`src/include/rjc_pkg.sv`:
```
package rjc_pkg;

  // Parameter word layout
  localparam int RJC_ACT_LSB = 24;
  localparam int RJC_RSN_LSB = 16;
  localparam int RJC_RSV_LSB = 8;
  localparam int RJC_VU_LSB  = 0;

  // Header field and error vector widths
  localparam int RJC_ID_W  = 24;
  localparam int RJC_SID_W = 8;
  localparam int RJC_CNT_W = 16;
  localparam int RJC_ERR_W = 38;

  // Action codes
  localparam logic [7:0] RJC_ACT_RETRY   = 8'h01;
  localparam logic [7:0] RJC_ACT_NORETRY = 8'h02;

  // Reason codes
  localparam logic [7:0] RJC_RSN_NONE      = 8'h00;
  localparam logic [7:0] RJC_RSN_DST_BAD   = 8'h01;
  localparam logic [7:0] RJC_RSN_SRC_BAD   = 8'h02;
  localparam logic [7:0] RJC_RSN_PORT_TMP  = 8'h03;
  localparam logic [7:0] RJC_RSN_PORT_PERM = 8'h04;
  localparam logic [7:0] RJC_RSN_CLASS_NS  = 8'h05;
  localparam logic [7:0] RJC_RSN_UNEXP_ACK = 8'h14;
  localparam logic [7:0] RJC_RSN_LOGIN_REQ = 8'h16;
  localparam logic [7:0] RJC_RSN_VENDOR    = 8'hFF;

  // Reserved byte and default vendor byte
  localparam logic [7:0] RJC_RSV_VAL = 8'h00;
  localparam logic [7:0] RJC_VU_ZERO = 8'h00;

  // Which Reject type may issue a reason
  typedef enum logic [1:0] {
    RJC_BY_NONE,
    RJC_BY_FAB,
    RJC_BY_NXP,
    RJC_BY_BOTH
  } rjc_by_e;

endpackage

```
`src/include/rjc_link_if.sv`:
```
`timescale 1ns/100ps
interface rjc_link_if;
  logic        rjt_valid;
  logic        rjt_ready;
  logic [31:0] rjt_param;
  logic [23:0] rjt_d_id;
  logic [23:0] rjt_s_id;
  logic        rjt_exch_ctx;
  logic        rjt_seq_ctx;
  logic [7:0]  rjt_seq_id;
  logic [15:0] rjt_seq_cnt;
  logic        rjt_eof_term;
  logic        rjt_from_fabric;

  modport gen (
    output rjt_valid, rjt_param, rjt_d_id, rjt_s_id, rjt_exch_ctx, rjt_seq_ctx,
           rjt_seq_id, rjt_seq_cnt, rjt_eof_term, rjt_from_fabric,
    input  rjt_ready
  );

  modport rcv (
    input  rjt_valid, rjt_param, rjt_d_id, rjt_s_id, rjt_exch_ctx, rjt_seq_ctx,
           rjt_seq_id, rjt_seq_cnt, rjt_eof_term, rjt_from_fabric,
    output rjt_ready
  );
endinterface

```
`src/design/rjc_reject_gen.sv`:
```
`timescale 1ns/100ps
module rjc_reject_gen (
  // Clock and reset
  input  wire logic                         clk_sys,
  input  wire logic                         sys_rst,
  // Port role
  input  wire logic                         port_is_fabric,
  // Received frame
  input  wire logic                         frm_valid,
  output logic                              frm_ready,
  input  wire logic                         frm_ok,
  input  wire logic                         frm_is_rjt,
  input  wire logic                         frm_class2,
  input  wire logic                         frm_class3,
  input  wire logic                         frm_link_ctl,
  input  wire logic                         frm_sof_i2,
  input  wire logic                         frm_xid_assign,
  input  wire logic                         frm_dst_fabric,
  input  wire logic [rjc_pkg::RJC_ID_W-1:0] frm_d_id,
  input  wire logic [rjc_pkg::RJC_ID_W-1:0] frm_s_id,
  input  wire logic                         frm_exch_ctx,
  input  wire logic                         frm_seq_ctx,
  input  wire logic [rjc_pkg::RJC_SID_W-1:0] frm_seq_id,
  input  wire logic [rjc_pkg::RJC_CNT_W-1:0] frm_seq_cnt,
  // Detected errors
  input  wire logic [rjc_pkg::RJC_ERR_W-1:0] err_vec,
  input  wire logic                         vendor_err,
  input  wire logic [7:0]                   vendor_code,
  input  wire logic                         term_req,
  // Outcome
  output logic                              frm_discard,
  output logic                              rjt_sent,
  // Link
  rjc_link_if.gen                           link
);

  typedef enum logic {
    RJC_ST_IDLE,
    RJC_ST_SEND
  } rjc_state_e;

  // Which Reject type may issue a reason; unassigned codes yield none
  function automatic rjc_pkg::rjc_by_e rjc_reason_by(input logic [7:0] code);
    case (code)
      8'h01, 8'h02, 8'h05, 8'h06, 8'h07, 8'h13,
      8'h16, 8'h1C, 8'h1F:                                  rjc_reason_by = rjc_pkg::RJC_BY_BOTH;
      8'h03, 8'h04, 8'h0E, 8'h15, 8'h1A, 8'h25:             rjc_reason_by = rjc_pkg::RJC_BY_FAB;
      8'h08, 8'h09, 8'h0A, 8'h0B, 8'h0C, 8'h0D, 8'h0F,
      8'h10, 8'h11, 8'h12, 8'h14, 8'h17, 8'h18, 8'h24,
      8'hFF:                                                rjc_reason_by = rjc_pkg::RJC_BY_NXP;
      default:                                              rjc_reason_by = rjc_pkg::RJC_BY_NONE;
    endcase
  endfunction

  // Retryable reasons
  function automatic logic rjc_reason_retry(input logic [7:0] code);
    case (code)
      8'h01, 8'h02, 8'h03, 8'h04, 8'h05, 8'h15, 8'h16,
      8'h17, 8'h18, 8'h1A, 8'h24, 8'hFF:                    rjc_reason_retry = 1'b1;
      default:                                              rjc_reason_retry = 1'b0;
    endcase
  endfunction

  // Role and Link_Control filter
  function automatic logic rjc_reason_ok(input logic [7:0] code, input logic fab, input logic lc);
    rjc_pkg::rjc_by_e by;
    logic             role_ok;
    logic             lc_ok;
    by      = rjc_reason_by(code);
    role_ok = (by == rjc_pkg::RJC_BY_BOTH) ||
              (fab && by == rjc_pkg::RJC_BY_FAB) ||
              (!fab && by == rjc_pkg::RJC_BY_NXP);
    if (!lc) begin
      lc_ok = 1'b1;
    end else if (fab) begin
      lc_ok = code == rjc_pkg::RJC_RSN_CLASS_NS  || code == rjc_pkg::RJC_RSN_DST_BAD  ||
              code == rjc_pkg::RJC_RSN_SRC_BAD   || code == rjc_pkg::RJC_RSN_PORT_TMP ||
              code == rjc_pkg::RJC_RSN_PORT_PERM || code == rjc_pkg::RJC_RSN_LOGIN_REQ;
    end else begin
      lc_ok = code == rjc_pkg::RJC_RSN_UNEXP_ACK;
    end
    rjc_reason_ok = role_ok && lc_ok;
  endfunction

  rjc_state_e                    state_r;
  rjc_state_e                    state_nxt;
  logic                          found;
  logic [7:0]                    sel_code;
  logic                          sel_retry;
  logic                          act_ok;
  logic                          frame_ok;
  logic                          accept;
  logic                          do_reject;
  logic                          term_ok;
  logic [7:0]                    sel_action;
  logic [7:0]                    sel_vendor;
  logic [31:0]                   param_r;
  logic [rjc_pkg::RJC_ID_W-1:0]  d_id_r;
  logic [rjc_pkg::RJC_ID_W-1:0]  s_id_r;
  logic                          exch_ctx_r;
  logic                          seq_ctx_r;
  logic [rjc_pkg::RJC_SID_W-1:0] seq_id_r;
  logic [rjc_pkg::RJC_CNT_W-1:0] seq_cnt_r;
  logic                          term_r;
  logic                          fab_r;
  logic                          discard_r;
  logic                          sent_r;

  // First error allowed for role and Link_Control in ascending reason order wins
  always_comb begin
    found    = 1'b0;
    sel_code = rjc_pkg::RJC_RSN_NONE;
    for (int i = 1; i < rjc_pkg::RJC_ERR_W; i++) begin
      if (!found && err_vec[i] && rjc_reason_ok(8'(i), port_is_fabric, frm_link_ctl)) begin
        found    = 1'b1;
        sel_code = 8'(i);
      end
    end
    if (!found && vendor_err && rjc_reason_ok(rjc_pkg::RJC_RSN_VENDOR, port_is_fabric, frm_link_ctl)) begin
      found    = 1'b1;
      sel_code = rjc_pkg::RJC_RSN_VENDOR;
    end
  end

  assign sel_retry  = rjc_reason_retry(sel_code);
  assign sel_action = sel_retry ? rjc_pkg::RJC_ACT_RETRY : rjc_pkg::RJC_ACT_NORETRY;
  assign act_ok     = sel_retry || !port_is_fabric || frm_dst_fabric;
  assign sel_vendor = (sel_code == rjc_pkg::RJC_RSN_VENDOR) ? vendor_code : rjc_pkg::RJC_VU_ZERO;
  assign frame_ok   = frm_ok && !frm_is_rjt && !frm_class3;
  assign frm_ready  = state_r == RJC_ST_IDLE;
  assign accept     = frm_valid && frm_ready;
  assign do_reject  = accept && frame_ok && found && act_ok;
  assign term_ok    = term_req && sel_code != rjc_pkg::RJC_RSN_UNEXP_ACK &&
                      (!frm_class2 || (frm_sof_i2 && frm_xid_assign));

  always_comb begin
    case (state_r)
      RJC_ST_IDLE: state_nxt = do_reject ? RJC_ST_SEND : RJC_ST_IDLE;
      RJC_ST_SEND: state_nxt = link.rjt_ready ? RJC_ST_IDLE : RJC_ST_SEND;
      default:     state_nxt = RJC_ST_IDLE;
    endcase
  end

  always_ff @(posedge clk_sys) begin
    if (sys_rst) begin
      state_r   <= RJC_ST_IDLE;
      discard_r <= 1'b0;
      sent_r    <= 1'b0;
    end else begin
      state_r   <= state_nxt;
      discard_r <= accept && !do_reject;
      sent_r    <= state_r == RJC_ST_SEND && link.rjt_ready;
    end
  end

  always_ff @(posedge clk_sys) begin
    if (sys_rst) begin
      param_r    <= 32'h0000_0000;
      d_id_r     <= 24'h00_0000;
      s_id_r     <= 24'h00_0000;
      exch_ctx_r <= 1'b0;
      seq_ctx_r  <= 1'b0;
      seq_id_r   <= 8'h00;
      seq_cnt_r  <= 16'h0000;
      term_r     <= 1'b0;
      fab_r      <= 1'b0;
    end else if (do_reject) begin
      param_r    <= {sel_action, sel_code, rjc_pkg::RJC_RSV_VAL, sel_vendor};
      d_id_r     <= frm_s_id;
      s_id_r     <= frm_d_id;
      exch_ctx_r <= !frm_exch_ctx;
      seq_ctx_r  <= !frm_seq_ctx;
      seq_id_r   <= frm_seq_id;
      seq_cnt_r  <= frm_seq_cnt;
      term_r     <= term_ok;
      fab_r      <= port_is_fabric;
    end
  end

  assign link.rjt_valid       = state_r == RJC_ST_SEND;
  assign link.rjt_param       = param_r;
  assign link.rjt_d_id        = d_id_r;
  assign link.rjt_s_id        = s_id_r;
  assign link.rjt_exch_ctx    = exch_ctx_r;
  assign link.rjt_seq_ctx     = seq_ctx_r;
  assign link.rjt_seq_id      = seq_id_r;
  assign link.rjt_seq_cnt     = seq_cnt_r;
  assign link.rjt_eof_term    = term_r;
  assign link.rjt_from_fabric = fab_r;
  assign frm_discard          = discard_r;
  assign rjt_sent             = sent_r;

endmodule // rjc_reject_gen

```
`src/flat_wrapper.sv`:
```
// flat-port wrapper written by rule: the top's interface ports become plain ports
module rjc_reject_gen_flat 
  (clk_sys, sys_rst, port_is_fabric, frm_valid, frm_ready, frm_ok, frm_is_rjt, frm_class2, frm_class3, frm_link_ctl, frm_sof_i2, frm_xid_assign, frm_dst_fabric, frm_d_id, frm_s_id, frm_exch_ctx, frm_seq_ctx, frm_seq_id, frm_seq_cnt, err_vec, vendor_err, vendor_code, term_req, frm_discard, rjt_sent, link_rjt_valid, link_rjt_param, link_rjt_d_id, link_rjt_s_id, link_rjt_exch_ctx, link_rjt_seq_ctx, link_rjt_seq_id, link_rjt_seq_cnt, link_rjt_eof_term, link_rjt_from_fabric, link_rjt_ready);
  rjc_link_if link_i ();
  input  wire logic clk_sys;
  input  wire logic sys_rst;
  input  wire logic port_is_fabric;
  input  wire logic frm_valid;
  output logic frm_ready;
  input  wire logic frm_ok;
  input  wire logic frm_is_rjt;
  input  wire logic frm_class2;
  input  wire logic frm_class3;
  input  wire logic frm_link_ctl;
  input  wire logic frm_sof_i2;
  input  wire logic frm_xid_assign;
  input  wire logic frm_dst_fabric;
  input  wire logic [rjc_pkg::RJC_ID_W-1:0] frm_d_id;
  input  wire logic [rjc_pkg::RJC_ID_W-1:0] frm_s_id;
  input  wire logic frm_exch_ctx;
  input  wire logic frm_seq_ctx;
  input  wire logic [rjc_pkg::RJC_SID_W-1:0] frm_seq_id;
  input  wire logic [rjc_pkg::RJC_CNT_W-1:0] frm_seq_cnt;
  input  wire logic [rjc_pkg::RJC_ERR_W-1:0] err_vec;
  input  wire logic vendor_err;
  input  wire logic [7:0] vendor_code;
  input  wire logic term_req;
  output logic frm_discard;
  output logic rjt_sent;
  output wire logic [$bits(link_i.rjt_valid)-1:0] link_rjt_valid;
  output wire logic [$bits(link_i.rjt_param)-1:0] link_rjt_param;
  output wire logic [$bits(link_i.rjt_d_id)-1:0] link_rjt_d_id;
  output wire logic [$bits(link_i.rjt_s_id)-1:0] link_rjt_s_id;
  output wire logic [$bits(link_i.rjt_exch_ctx)-1:0] link_rjt_exch_ctx;
  output wire logic [$bits(link_i.rjt_seq_ctx)-1:0] link_rjt_seq_ctx;
  output wire logic [$bits(link_i.rjt_seq_id)-1:0] link_rjt_seq_id;
  output wire logic [$bits(link_i.rjt_seq_cnt)-1:0] link_rjt_seq_cnt;
  output wire logic [$bits(link_i.rjt_eof_term)-1:0] link_rjt_eof_term;
  output wire logic [$bits(link_i.rjt_from_fabric)-1:0] link_rjt_from_fabric;
  input wire logic [$bits(link_i.rjt_ready)-1:0] link_rjt_ready;
  assign link_rjt_valid = link_i.rjt_valid;
  assign link_rjt_param = link_i.rjt_param;
  assign link_rjt_d_id = link_i.rjt_d_id;
  assign link_rjt_s_id = link_i.rjt_s_id;
  assign link_rjt_exch_ctx = link_i.rjt_exch_ctx;
  assign link_rjt_seq_ctx = link_i.rjt_seq_ctx;
  assign link_rjt_seq_id = link_i.rjt_seq_id;
  assign link_rjt_seq_cnt = link_i.rjt_seq_cnt;
  assign link_rjt_eof_term = link_i.rjt_eof_term;
  assign link_rjt_from_fabric = link_i.rjt_from_fabric;
  assign link_i.rjt_ready = link_rjt_ready;
  rjc_reject_gen u_core (.clk_sys(clk_sys), .sys_rst(sys_rst), .port_is_fabric(port_is_fabric), .frm_valid(frm_valid), .frm_ready(frm_ready), .frm_ok(frm_ok), .frm_is_rjt(frm_is_rjt), .frm_class2(frm_class2), .frm_class3(frm_class3), .frm_link_ctl(frm_link_ctl), .frm_sof_i2(frm_sof_i2), .frm_xid_assign(frm_xid_assign), .frm_dst_fabric(frm_dst_fabric), .frm_d_id(frm_d_id), .frm_s_id(frm_s_id), .frm_exch_ctx(frm_exch_ctx), .frm_seq_ctx(frm_seq_ctx), .frm_seq_id(frm_seq_id), .frm_seq_cnt(frm_seq_cnt), .err_vec(err_vec), .vendor_err(vendor_err), .vendor_code(vendor_code), .term_req(term_req), .frm_discard(frm_discard), .rjt_sent(rjt_sent), .link(link_i));
endmodule
```
`config.mk`:
```
export PLATFORM = sky130hd
export DESIGN_NAME = rjc_reject_gen_flat
export DESIGN_NICKNAME = d
export VERILOG_FILES = /design/src/include/rjc_pkg.sv /design/src/include/rjc_link_if.sv /design/src/design/rjc_reject_gen.sv /design/src/flat_wrapper.sv
export SDC_FILE = /design/constraint.sdc
export NUM_CORES = 1
export LEC_CHECK = 0
export ABC_AREA = 1
export BUFFER_PORTS_ARGS = -buffer_cell sky130_fd_sc_hd__buf_2
export CORE_MARGIN = 1.5
export CORE_UTILIZATION = 45
export DETAILED_ROUTE_END_ITERATION = 7
export PLACE_DENSITY = 0.91
export RECOVER_POWER = 50
export SYNTH_ARGS = -nofsm -noshare
export SYNTH_HDL_FRONTEND = slang
export SYNTH_SLANG_ARGS = --single-unit
```
`constraint.sdc`:
```
create_clock -name clk_sys -period 4.4 [get_ports clk_sys]
set_clock_uncertainty 0.05 [all_clocks]
set_input_delay 0.88 -clock clk_sys [delete_from_list [all_inputs] [get_ports clk_sys]]
set_output_delay 0.88 -clock clk_sys [all_outputs]
set_load 0.005 [all_outputs]
```
==> out/summary.md <==
The run finished with clean final reports. The via density per instance is 4.83, and the remaining global-route overflow is 0. The final setup violation count is 0. The library cell used most frequently in the layout, excluding fill and tap cells, is nor2_1. The number of hold violations in the final report was 0; the vertical die dimension was 107 µm.

The delay contributed by the slowest stage of the critical path is 0.20 ns. TritonCTS built the clock tree. Yosys attributes the largest share of cell area to dfxtp_1 40%, nor2_1 15%, nand3b_1 11%, nand2_1 11%, inv_1 3.6%. The critical path contains buffers and inverters numbering 5 combined. The clock passes through at most 2 buffers. The clock sink count is 96, and the fill cell instance count of the final layout is 1042. Standard cell with the maximum stage delay on the critical path: nor2_2. For the H-tree level count, the log shows 3. Leakage dissipation: 2.98 nW. The most repeated library cell on the critical path was nor2_4. During synthesis, Yosys emitted a total of 0 warnings.

Hold is met by 0.415 ns. The run gives 0.889 as the final weighted congestion in routability-driven placement. For the number of primary I/O pins, the log shows 247.

Clock tree synthesis inserted a total of 9 buffers. The total detailed-routing wirelength is 13100 µm, and the final period demand of the worst path is 4.06 ns. The count of vias placed by the detailed router came out at 5067. The power density over the cells is 301 nW/µm².

The tools report the portion of total power attributed to combinational logic as 0.159. For the sequential cell area fraction in the yosys report, the log shows 0.397. The tree is rooted in a clkbuf_8. Upper clock frequency limit: 0.246 GHz.

The logs give 191 µV for the worst voltage drop across the vdd grid and 0.484 for the share of total power in sequential cells. Leaving out fill and tap cells, the most frequent cells in the layout are 189 x nor2_1, 156 x buf_2, 141 x nand2_1. The logs give 0.330 for the worst-case headroom to the max-slew limit and 0 for the remaining antenna violation count.

The number of antenna diodes in the final layout is 0. The run gives 0.356 as the clock share of power. Internal power comes to 0.00136 W. Synthesis handed over a netlist of 695 instances. The die is 107 µm wide. In this run the worst hold path is classified as reg2reg. The number of buffers added on ports is 223.

Yosys mapped the design onto 31 distinct sky130hd cell types. For the area of the die, the log shows 11400 µm². STA classifies the critical path startpoint as a primary input. The average size of a mapped cell is 6.97 µm².

The max-cap check violation count was 0; the number of synthesized register bits was 96. Buffers inserted to repair hold after CTS numbered 0. The tools report the overall track demand over capacity in global routing as 0.225. Switching power as a share of total power: 0.274.

The worst setup path is captured at a flop. The mean routed wirelength per cell is 12.5 µm. The required time at the worst-slack endpoint was 4.63 ns. The DRC violation count after routing was 0. Setup repair after global routing could not meet its margin everywhere.

The floorplan step defined a core boundary enclosing 10400 µm². The cell area that synthesis handed to floorplanning was 4840 µm². The net count of the finished layout is 1043.

The analysis attributes to net switching a power of 0.000516 W. The maximum fanout along the worst path is 15. Among cell families on the critical path, the largest total delay comes from simple AND/OR/NAND/NOR gates. The worst setup path is of the in2reg kind.

The logs give 0 for the final number of max-transition violations and 37 for the count of standard-cell rows. The clock insertion delay at the later pin of the skew report was 0.34 ns. The first-pass GRT wire length was 21000 µm. Summed over all nets, the half-perimeter wirelength after detailed placement is 9350 µm. The fraction of layout instances using a drive strength above 1 was 0.235. Entering global routing, the biggest net connects 60 pins. The tools report the number of global-route vias before repair as 4715.

The transition time at the pin with the least slew margin is 1.00 ns, and the signal arrival time at the worst endpoint is 4.29 ns. The run gives 0.467 as the initial core utilization. For the number of antenna violations at the first check in global routing, the log shows 0. Share of the clock period used by the worst path after layout: 0.923. Post-CTS clock slew at the launch and capture registers of the worst setup and hold paths: 0.09 ns. The initial DRC count is 362.

For the sum of negative setup slack, the log shows 0 ns. Of all cell types, the one taking the most synthesized area is dfxtp_1. The portion of synthesized cell area occupied by the leading cell type is 0.397.

The area growth from synthesis to layout is 29.0%. For this run, the detailed router's first-pass iteration total came to 5. The run gives 0.602 as the fraction of the core area covered by cells at the end of the flow.
path summary, 6_finish.rpt:
path	startpoint	to	slack, ns	cells past startpoint
worst max register to register	u_core.link.rjt_valid$_SDFF_PP0_	u_core.link.rjt_s_id[3]$_SDFFE_PP0P_	2.36	9
worst max-delay path	port_is_fabric	u_core.link.rjt_param[21]$_SDFFE_PP0P_	0.34	29
worst min register to register	u_core.link.rjt_param[25]$_SDFFE_PP0P_	u_core.link.rjt_param[25]$_SDFFE_PP0P_	0.41	2
worst min-delay path	u_core.link.rjt_param[25]$_SDFFE_PP0P_	u_core.link.rjt_param[25]$_SDFFE_PP0P_	0.41	2
power by group through the flow:
stage | registers (W) | clock network, W | logic [W]
floorplan | 0.000934 | 0 | 0.000178
global placement | 0.000929 | 0 | 0.000287
global route | 0.000914 | 0.000719 | 0.000338
finish | 0.000910 | 0.000670 | 0.000300
CTS | 0.000910 | 0.000692 | 0.000293
detailed placement | 0.000930 | 0 | 0.000292
routing by layer:
metal,vias to the layer above,global-route usage,part of all wire
li1,2591,-,-
met1,2261,0.270,0.42
met2,190,0.395,0.48
met3,25,0.0480,0.072
met4,0,0.0819,0.021
met5,-,0,0
flip-flops by register name, summed over array words and instances, names as in the netlist:
signal,cells
u_core.link.rjt_d_id,24
u_core.link.rjt_param,17
u_core.frm_discard,1
u_core.link.rjt_exch_ctx,1
u_core.link.rjt_valid,1
u_core.link.rjt_s_id,24
u_core.link.rjt_seq_cnt,16
u_core.link.rjt_from_fabric,1
u_core.link.rjt_eof_term,1
u_core.rjt_sent,1
u_core.link.rjt_seq_id,8
u_core.link.rjt_seq_ctx,1
cell families (layout without fill, tap and decap cells):
family / count (synthesis) / after routing / synth area share
AO/OA/AOI/OAI: 29 / 29 / 0.0362
flip-flops: 96 / 96 / 0.397
other: 1 / 14 / 0.000775
AND/OR/NAND/NOR: 465 / 465 / 0.454
buffers and inverters: 104 / 309 / 0.112
cell type report:
class	instances	area, µm²	share of cell area
clock buffer	9	124	0.0198
clock inverter	7	108	0.0172
inverter	53	214	0.0343
multi-input combinational	508	2450	0.393
sequential	96	1920	0.308
tap	136	170	0.0273
timing repair buffer	240	1250	0.200
Yosys cell counts, drive strengths merged:
| cell type | number |
|---|---|
| nor2 | 198 |
| nand2 | 144 |
| dfxtp | 96 |
| nand3b | 74 |
| inv | 53 |
| buf | 41 |
| nand3 | 30 |
| a21oi | 14 |
| nand4 | 13 |
| clkbuf | 10 |
| o21ai | 6 |
| o211ai | 4 |
| nor3 | 3 |
| o41ai | 3 |
| nor4 | 2 |
| a311oi | 1 |
| a31oi | 1 |
| and2 | 1 |
| conb | 1 |
tightest hold or removal path: cells and delay by family, from the launching register on:
kind             cells  cell delay, ns
AO/OA/AOI/OAI        1            0.05
AND/OR/NAND/NOR      1            0.06
flip-flops           1            0.32
timing repair:
| item | in CTS | in global routing |
|---|---|---|
| gates resized for setup | 0 | 7 |
| setup buffers | 0 | 5 |
| endpoints found under the setup margin | 0 | 79 |
per-stage QoR:
stage               total power [W]  instances  instance area, µm²  setup slack, ns
finish                      0.00188       1049                6240            0.338
floorplan                   0.00111        708                4890            0.671
global route                0.00197       1049                6240          -0.0163
global placement            0.00122       1027                5990           0.0921
CTS                         0.00189       1043                6220            0.340
detailed placement          0.00122       1027                5990          -0.0313
Note: power is estimated with default switching activity, not from simulation.
